## src/pdrs_pkg.sv

```systemverilog
// How it works
// - each active-going edge is held off by the seven-bit delay count in instruction cycles.
// - sync bit set updates steering at period start, else at next instruction cycle.
// - steer enable b puts the polarity-controlled waveform on pin b, else port pin.
// - steer enable a puts the waveform on pin a, else port pin; resets to one.
// - steering applies only in pwm mode with single-output configuration.
// - reserved steering bits and upper three bits read as zero; software writes zero.
// - comparator-caused shutdown waits for the timer clock when sync is enabled.
// - restart enable forced to zero under two-speed crystal start-up or fail-safe.
package pdrs_pkg;
  // ==========================================================
  // register map
  localparam logic [7:0] PDRS_ADDR_DLY   = 8'h00;
  localparam logic [7:0] PDRS_ADDR_STEER = 8'h04;
  localparam logic [7:0] PDRS_ADDR_STAT  = 8'h08;
  localparam logic [7:0] PDRS_RST_DLY    = 8'h00;
  localparam logic [7:0] PDRS_RST_STEER  = 8'h01;
  localparam int         PDRS_RSEN_BIT   = 7;
  localparam int         PDRS_SYNC_BIT   = 4;
  localparam int         PDRS_STB_BIT    = 1;
  localparam int         PDRS_STA_BIT    = 0;
  localparam logic [7:0] PDRS_STEER_MASK = 8'h13;
  localparam logic [1:0] PDRS_MODE_PWM   = 2'h3;
  localparam logic [1:0] PDRS_CFG_SINGLE = 2'h0;
  localparam int         PDRS_INSTR_DIV  = 4;
  localparam logic [1:0] PDRS_DIV_LAST   = 2'(PDRS_INSTR_DIV - 1);

  typedef struct packed {
    logic [1:0] unit_mode_upper;
    logic [1:0] output_polarity_bits;
    logic [1:0] output_config_bits;
  } pdrs_cfg_s;

  typedef struct packed {
    logic pwm_raw;
    logic period_start;
    logic timer1_tick;
  } pdrs_tim_s;

  typedef struct packed {
    logic pin_a;
    logic pin_b;
    logic steer_a;
    logic steer_b;
  } pdrs_pin_s;
endpackage : pdrs_pkg

```

## src/pdrs_top.sv

```systemverilog
`timescale 1ns/10ps
module pdrs_top (
  input  wire logic              hclk,
  input  wire logic              hresetn,
  input  wire logic              clk_en,
  input  wire logic              hsel,
  input  wire logic [31:0]       haddr,
  input  wire logic [1:0]        htrans,
  input  wire logic              hwrite,
  input  wire logic [2:0]        hsize,
  input  wire logic [31:0]       hwdata,
  input  wire logic              hready,
  output logic [31:0]            hrdata,
  output logic                   hreadyout,
  output logic                   hresp,
  input  wire pdrs_pkg::pdrs_cfg_s cfg,
  input  wire pdrs_pkg::pdrs_tim_s tim,
  input  wire logic              shutdown_cause,
  input  wire logic              cause_is_comparator,
  input  wire logic              comparator_sync_enable,
  input  wire logic              restart_force_off,
  input  wire logic              port_a,
  input  wire logic              port_b,
  output pdrs_pkg::pdrs_pin_s    pins,
  output logic                   shutdown_active
);
  import pdrs_pkg::*;

  // ==========================================================
  // state
  logic [7:0]  addr_q, addr_d;
  logic        wr_q, wr_d;
  logic [31:0] rdata_q, rdata_d;
  logic [7:0]  dly_q, dly_d;
  logic [7:0]  steer_q, steer_d;
  logic [7:0]  act_q, act_d;
  logic [1:0]  div_q, div_d;
  logic        sd_q, sd_d;
  logic        cause_q, cause_d;
  logic        raw_q, raw_d;
  logic        wait_q, wait_d;
  logic [6:0]  cnt_q, cnt_d;
  logic        out_q, out_d;
  logic        take, rd_now, instr_tick;
  logic        wr_dly, wr_steer, wr_stat;

  // ==========================================================
  // bus slave
  // size not decoded: only whole-word transfers exist
  assign take      = hsel && hready && htrans[1];
  assign rd_now    = take && !hwrite;
  assign wr_dly    = wr_q && addr_q == PDRS_ADDR_DLY;
  assign wr_steer  = wr_q && addr_q == PDRS_ADDR_STEER;
  assign wr_stat   = wr_q && addr_q == PDRS_ADDR_STAT;
  assign hreadyout = 1'b1;
  assign hresp     = 1'b0;
  assign hrdata    = rdata_q;

  // built from next values, so a read right behind a write
  // already returns what that write stores
  always_comb
  begin
    addr_d  = take ? haddr[7:0] : addr_q;
    wr_d    = take && hwrite;
    rdata_d = 32'h0;
    if (rd_now)
    begin
      unique case (haddr[7:0])
        PDRS_ADDR_DLY:   rdata_d = {24'h0, dly_d};
        PDRS_ADDR_STEER: rdata_d = {24'h0, steer_d};
        PDRS_ADDR_STAT:  rdata_d = {31'h0, sd_d};
        default:         rdata_d = 32'h0;
      endcase
    end
  end

  always_ff @(posedge hclk or negedge hresetn)
  begin
    if (!hresetn)
    begin
      addr_q  <= 8'h00;
      wr_q    <= 1'b0;
      rdata_q <= 32'h0;
    end
    else if (clk_en)
    begin
      addr_q  <= addr_d;
      wr_q    <= wr_d;
      rdata_q <= rdata_d;
    end
  end

  // ==========================================================
  // control registers
  always_comb
  begin
    dly_d   = dly_q;
    steer_d = steer_q;
    if (wr_dly)
      dly_d = hwdata[7:0];
    if (restart_force_off)
      dly_d[PDRS_RSEN_BIT] = 1'b0;
    if (wr_steer)
      steer_d = hwdata[7:0] & PDRS_STEER_MASK;
  end

  always_ff @(posedge hclk or negedge hresetn)
  begin
    if (!hresetn)
    begin
      dly_q   <= PDRS_RST_DLY;
      steer_q <= PDRS_RST_STEER;
    end
    else if (clk_en)
    begin
      dly_q   <= dly_d;
      steer_q <= steer_d;
    end
  end

  // ==========================================================
  // auto-shutdown and restart
  always_comb
  begin
    cause_d = cause_q;
    sd_d    = sd_q;
    if (!(cause_is_comparator && comparator_sync_enable) || tim.timer1_tick)
      cause_d = shutdown_cause;
    if (wr_stat && !hwdata[0])
      sd_d = 1'b0;
    if (dly_q[PDRS_RSEN_BIT] && !cause_d && sd_q)
      sd_d = 1'b0;
    // set wins, so a live cause is never lost to a clear
    if (cause_d)
      sd_d = 1'b1;
  end

  always_ff @(posedge hclk or negedge hresetn)
  begin
    if (!hresetn)
    begin
      cause_q <= 1'b0;
      sd_q    <= 1'b0;
    end
    else if (clk_en)
    begin
      cause_q <= cause_d;
      sd_q    <= sd_d;
    end
  end

  // ==========================================================
  // instruction-cycle divider and steering update
  // free-running, so an unsynced change lands within four clocks
  assign instr_tick = div_q == PDRS_DIV_LAST;

  always_comb
  begin
    div_d = div_q + 2'h1;
    act_d = act_q;
    if (steer_q[PDRS_SYNC_BIT] ? tim.period_start : instr_tick)
      act_d = steer_q;
  end

  always_ff @(posedge hclk or negedge hresetn)
  begin
    if (!hresetn)
    begin
      div_q <= 2'h0;
      act_q <= PDRS_RST_STEER;
    end
    else if (clk_en)
    begin
      div_q <= div_d;
      act_q <= act_d;
    end
  end

  // ==========================================================
  // active-edge delay
  always_comb
  begin
    raw_d  = tim.pwm_raw;
    cnt_d  = cnt_q;
    wait_d = wait_q;
    out_d  = out_q;
    if (tim.pwm_raw && !raw_q)
    begin
      if (dly_q[6:0] == 7'h0)
        out_d = 1'b1;
      else
      begin
        cnt_d  = dly_q[6:0];
        wait_d = 1'b1;
      end
    end
    else if (wait_q && instr_tick)
    begin
      cnt_d = cnt_q - 7'h1;
      if (cnt_q == 7'h1)
      begin
        wait_d = 1'b0;
        out_d  = tim.pwm_raw;
      end
    end
    if (!tim.pwm_raw)
    begin
      out_d  = 1'b0;
      wait_d = 1'b0;
    end
  end

  always_ff @(posedge hclk or negedge hresetn)
  begin
    if (!hresetn)
    begin
      raw_q  <= 1'b0;
      cnt_q  <= 7'h00;
      wait_q <= 1'b0;
      out_q  <= 1'b0;
    end
    else if (clk_en)
    begin
      raw_q  <= raw_d;
      cnt_q  <= cnt_d;
      wait_q <= wait_d;
      out_q  <= out_d;
    end
  end

  // ==========================================================
  // pin steering
  logic steer_ok, wave;
  assign steer_ok = cfg.unit_mode_upper == PDRS_MODE_PWM &&
                    cfg.output_config_bits == PDRS_CFG_SINGLE;
  assign wave = out_q && !sd_q;
  assign shutdown_active = sd_q;
  always_comb
  begin
    pins.steer_a = steer_ok && act_q[PDRS_STA_BIT];
    pins.steer_b = steer_ok && act_q[PDRS_STB_BIT];
    pins.pin_a = pins.steer_a ? wave ^ cfg.output_polarity_bits[1] : port_a;
    pins.pin_b = pins.steer_b ? wave ^ cfg.output_polarity_bits[0] : port_b;
  end
endmodule : pdrs_top

```

## config.mk

```make
export PLATFORM = sky130hd
export DESIGN_NAME = pdrs_top
export DESIGN_NICKNAME = d
export VERILOG_FILES = /design/src/pdrs_pkg.sv /design/src/pdrs_top.sv
export SDC_FILE = /design/constraint.sdc
export NUM_CORES = 1
export LEC_CHECK = 0
export BUFFER_PORTS_ARGS = -buffer_cell sky130_fd_sc_hd__clkbuf_2
export CORE_MARGIN = 2
export CORE_UTILIZATION = 35
export DETAILED_ROUTE_END_ITERATION = 8
export GPL_TIMING_DRIVEN = 0
export PLACE_DENSITY = 0.66
export SLEW_MARGIN = 20
export SYNTH_ARGS = -nofsm -noshare
export SYNTH_HDL_FRONTEND = slang
export SYNTH_SLANG_ARGS = --single-unit
```

## constraint.sdc

```tcl
create_clock -name hclk -period 1.78 [get_ports hclk]
set_clock_uncertainty 0.15 [all_clocks]
set_input_delay 0.089 -clock hclk [delete_from_list [all_inputs] [get_ports hclk]]
set_output_delay 0.089 -clock hclk [all_outputs]
set_load 0.05 [all_outputs]
```

**Yosys cells after proc, flatten, opt, wreduce, memory -nomap -nowiden**

Index checks and enable logic that the tools add are counted.

- Input bits: 90
- Logic and storage cells: 88
- Bits in registers: 73

- Reduce and logical (&&, ||, !) cells: 34
- Equal/unequal tests: 12
- Add/sub/neg operators: 2
- Bitwise operators: 2
- Mux-type cells: 25

Operators by type and width:

| operator | count |
|---|---|
| 32-bit 2-to-1 mux | 1 |
| 8-bit case mux with 3 select lines | 1 |
| 7-bit 2-to-1 mux | 3 |
| 1-bit 2-to-1 mux | 18 |
| 1-bit logical AND | 17 |
| 8-bit by 3-bit == test with 1-bit output, second input constant | 2 |
| 8-bit by 4-bit == test with 1-bit output, second input constant | 2 |
| 8-bit zero test | 2 |
| 8-bit 2-to-1 mux | 2 |
| 4-bit AND reduction | 2 |
| 7-bit by 1-bit == test with 1-bit output, second input constant | 1 |
| 7-bit zero test | 1 |
| 7-bit by 1-bit subtractor with 7-bit output, second input constant | 1 |
| 1-bit zero test | 6 |
| 3-bit by 1-bit inequality test with 1-bit output, second input constant | 2 |
| 2-bit == test, second input constant | 2 |
| 2-bit AND reduction | 2 |
| 3-bit by 2-bit inequality test with 1-bit output, second input constant | 1 |
| 3-bit inequality test, second input constant | 1 |
| 3-bit AND reduction | 1 |
| 2-bit by 1-bit adder with 2-bit output, second input constant | 1 |
| 2-bit zero test | 1 |
| 2-bit inequality test, second input constant | 1 |
| 2-bit nonzero test | 1 |
| other kinds (2) | 3 |

**Logic depth before layout (Yosys ltp)**

- Word-level depth: 11
- Gate-level depth with buffers: 7
- Depth with buffers taken out: 7

**Least setup slack after synthesis**

OpenSTA, ideal clock, no wires.

- Path kind: reg-to-output
- From: register act_q[0]
- To: output port pins[3] in the netlist's numbering
- Stages on the path, launching flop included: 4
- Required time: 1.541 ns
- Buffers on the path: 0
- Arrival time: 1.807 ns
- Slack: -0.266 ns
- Cells stage by stage: dfstp_2 > and2_1 > nor2_1 > a21oi_1

RTL lines:

| item | RTL line | text |
|---|---|---|
| from (decl) | pdrs_top.sv:36 | `logic [7:0] act_q, act_d;` |
| from (signal assigned) | pdrs_top.sv:175 | `act_q <= act_d;` |
| to (decl) | pdrs_top.sv:24 | `output pdrs_pkg::pdrs_pin_s pins,` |

**Worst setup path after layout**

- From: register addr_q[0]
- To: register rdata_q[7] (netlist: hrdata[7])

- Cells in the longest elaborated chain, start to end: 6
- Elaborated cells between the ends (all ways): 9
- Classes of those cells: eq/ne: 1; mux: 5; reduce/logical: 3

Ends and longest elaborated chain:

| item | RTL line | text |
|---|---|---|
| from (decl) | pdrs_top.sv:31 | `logic [7:0] addr_q, addr_d;` |
| from (signal assigned) | pdrs_top.sv:87 | `addr_q <= addr_d;` |
| 8-bit zero test | pdrs_top.sv:52 | `assign wr_dly = wr_q && addr_q == PDRS_ADDR_DLY;` |
| 1-bit logical AND | pdrs_top.sv:52 |  |
| 8-bit 2-to-1 mux | pdrs_top.sv:99 | `if (wr_dly)` |
| 1-bit 2-to-1 mux | pdrs_top.sv:101 | `if (restart_force_off)` |
| 8-bit case mux with 3 select lines (*) | pdrs_top.sv:68 | `unique case (haddr[7:0])` |
| 32-bit 2-to-1 mux (*) | pdrs_top.sv:66 | `if (rd_now)` |
| to (signal assigned) | pdrs_top.sv:89 | `rdata_q <= rdata_d;` |
| to (decl) | pdrs_top.sv:33 | `logic [31:0] rdata_q, rdata_d;` |

Every way passes the cells marked *; elsewhere a longest branch is shown, timed or not.
A chain may end at the register's enable or synchronous reset.

==> results_dict.tcl <==
set metrics [dict create \
    final-max-slew-violation-count 0 \
    cp.arrival_ns 2.14 \
    critPathSlowestCell "or4b_4" \
    ys_ff_latch 49 \
    die_w_um 90.5 \
    design_area_mm2 0.00363 \
    antenna_found_initial 0 \
    dieArea_mm2 0.00819 \
    tns_ns -3.68 \
    startpoint "addr_q[0]$_DFFE_PN0P_" \
    path_cells "or4b_4, nor3_4, buf_6, mux2i_2, or3_1, nand2_1" \
    synthAdderAreaFrac 0.0143 \
    post_drt_wl_per_cell_um 13.1 \
    power_mw 3.12 \
    yosys.area_share.simple 0.146 \
    cts_buffers 5 \
    yosysSeqAreaShare 0.469 \
    setup_violations 19 \
    grt_max_degree 50 \
    synthTopCellsByArea "dfrtp_1, mux2_2, buf_4" \
    avgSynthCellArea_um2 10.7 \
    cp.required_ns 1.89 \
    grt-busiest-layer "met2" \
    rsz0062_at_grt "yes" \
    met1_usage 0.188 \
    met3_usage 0.0401 \
    synth_edf_count 0 \
    cts_tree "done" \
    synth_compound_gate_area_share 0.114 \
    layout_setup_ws_ns -0.247 \
    fmax_mhz 493 \
    wl_mm 6.00 \
    routed_via_density 4.78 \
    drt_iter0_drc 75 \
    grt_pass1_vias 2120 \
    clockRootBuffer "clkbuf_8" \
    power.leakage_nw 1.73 \
    row_count 31 \
    tightest_slew_ns 0.674 \
    use_met2 0.255 \
    hold_class "in -> reg" \
    synth_top_area_cell "dfrtp_1" \
    synth_cells 244 \
    synthXorXnorAreaFrac 0.0100 \
    critPathTopFamily "simple AND/OR/NAND/NOR gates" \
    path_clk_slew_ns 0.11 \
    core_region_area_mm2 0.00725 \
    start_kind "flip-flop" \
    portBuffers 49 \
    synthMuxAreaShare 0.146 \
    insertion_delay_ns 0.31 \
    yosysWarnings 0 \
    grt_first_pass_wirelength_mm 10.1 \
    crit_fanout 5 \
    netlist_area_mm2 0.00262 \
    maxCapViolCount 0 \
    chipHeight_um 90.5 \
    gp_congestion 0.817 \
    outcome "finished, violations left" \
    dr.pass1.iters 4 \
    drive_gt1_frac 0.425 \
    async_reset_ff_frac 1.00 \
    p_per_area_mw_per_mm2 859 \
    yosysTopAreaCellShare 0.449 \
    vias 2186 \
    initial_utilization 0.361 \
    clkSinkCount 49 \
    critPathKind "reg -> reg" \
    hold_viol_final 0 \
    cp-end-kind "flip-flop" \
    htreeDepth 2 \
    holdWs_ns 0.0350 \
    synth_cell_types 43 \
    ys.flop_type "dfrtp_1" \
    dp_hpwl_mm 4.28 \
    max_slew_margin 0.551 \
    track_usage 0.150 \
    min-delay-start "shutdown_cause" \
    ios 129 \
    final_nets 450 \
    crit_buf_inv 1 \
    antenna_left 0 \
    drcViolationCount 0 \
    synth_top_family_by_area "multiplexers" \
    fin_crit_ns 2.03 \
    r2r-start "addr_q[0]$_DFFE_PN0P_" \
    area_growth_pct 38.7 \
    ir_drop_mv 0.330 \
    insertedDiodeCount 0 \
    period_share 1.14 \
    cts_buffer_depth 2 \
    violations "setup timing" \
    overflow 0 \
    cpPeakStageDelay_ns 0.58 \
    dpl-instance-area_mm2 0.00309 \
]
==> tightest hold or removal path, cell delays in order <==
cell	delay, ns
clkbuf_2	0.08
mux2i_1	0.08
nand2_1	0.09
o21a_1	0.12
==> worst paths after layout <==
path	to	slack (ns)	cells after the start
setup / recovery	hrdata[7]$_DFFE_PN0P_	-0.25	6
max in group asynchronous	dly_q[5]$_DFFE_PN0P_	0.75	2
hold reg to reg	div_q[0]$_DFFE_PN0P_	0.33	1
hold / removal	cause_q$_DFFE_PN0P_	0.03	4
setup reg to reg	hrdata[7]$_DFFE_PN0P_	-0.25	6
min in group asynchronous	dly_q[7]$_DFFE_PN0P_	0.24	2
==> metrics by stage <==
step,cells,worst slack (ns),utilization
final,457,-0.247,0.501
after detailed placement,416,-0.387,0.426
after CTS,451,-0.226,0.481
after global placement,416,-0.326,0.426
after global routing,457,-0.309,0.501
after floorplan,268,-0.161,-
==> placed cells by master (no fill, tap or decap), types with 2 or more instances in the layout <==
| master | count |
|---|---|
| mux2_2 | 26 |
| clkbuf_1 | 3 |
| inv_1 | 6 |
| nand2_1 | 9 |
| conb_1 | 26 |
| a21oi_2 | 2 |
| or3_1 | 2 |
| mux2i_2 | 2 |
| nand2b_1 | 2 |
| xor2_1 | 3 |
| dfstp_2 | 2 |
| buf_4 | 39 |
| a21oi_1 | 4 |
| ha_1 | 3 |
| a22oi_1 | 11 |
| nor2_1 | 10 |
| buf_6 | 2 |
| nand4_1 | 3 |
| nand3b_1 | 2 |
| nor3_1 | 6 |
| clkbuf_4 | 3 |
| dfrtp_2 | 2 |
| o21ai_0 | 14 |
| clkbuf_8 | 5 |
| or4_4 | 2 |
| nor4b_4 | 2 |
| nand3_1 | 4 |
| o21ai_1 | 7 |
| dfrtp_1 | 45 |
| and2_1 | 8 |
| dlygate4sd3_1 | 20 |
| mux2i_1 | 6 |
| clkbuf_2 | 47 |
==> cell type report <==
| cell class | count | area, µm² |
|---|---|---|
| sequential | 49 | 1230 |
| clock inverter | 3 | 25.0 |
| buffer | 33 | 238 |
| tap | 99 | 124 |
| timing repair buffer | 82 | 567 |
| fill | 661 | 3620 |
| inverter | 6 | 22.5 |
| clock buffer | 5 | 68.8 |
| multi-input combinational | 180 | 1360 |
==> registers in the layout, summed over array words and instances (netlist names) <==
| signal | cells |
|---|---|
| hrdata | 8 |
| raw_q | 1 |
| shutdown_active | 1 |
| act_q | 2 |
| dly_q | 8 |
| wait_q | 1 |
| cnt_q | 7 |
| steer_q | 8 |
| out_q | 1 |
| cause_q | 1 |
| wr_q | 1 |
| div_q | 2 |
| addr_q | 8 |
==> synth_stat cells, types with 2 or more instances <==
cell	number
dfrtp_1	47
dfstp_2	2
or3_1	2
nand2_1	9
xor2_1	3
buf_4	27
nand2b_1	3
a21oi_1	7
nand4_1	3
or4_1	2
nor3_1	6
nand3_1	5
a22oi_1	11
nor4_1	3
mux2i_1	9
conb_1	2
nor2_1	10
nor4b_1	3
mux2_2	26
ha_1	3
and2_1	8
clkbuf_1	5
o21ai_0	22
nand3b_1	2
inv_1	6
==> where the power goes <==
part	switching (mW)	total (mW)	leakage, nW	internal, mW
combinational	0.527	0.992	1.05	0.465
clock	0.408	0.692	0.0447	0.285
sequential	0.155	1.44	0.632	1.28
==> metal layers <==
layer / wire [µm] / share of wire
met2: 3000 / 0.50
met3: 348 / 0.058
met4: 49 / 0.0082
met1: 2610 / 0.43
met5: 0 / 0
==> logic make-up (layout without fill, tap and decap cells) <==
kind of cell / count (synthesis) / after routing
and+or+nand+nor: 64 / 64
AOI/OAI and AO/OA: 49 / 49
DFF: 49 / 49
buffers and inverters: 39 / 129
muxes: 35 / 35
adders and majority gates: 3 / 3
xor gates and xnor gates: 3 / 3
other: 2 / 26
==> repair_timing <==
item | CTS | global route
gates resized for setup | 16 | 26
buffers inserted | 7 | 6
endpoints found under the hold margin | 76 | 0
hold buffers | 20 | 0
pin swaps | 4 | 12
setup endpoints to repair | 34 | 36
No activity file was read; power rests on OpenSTA's default activity.
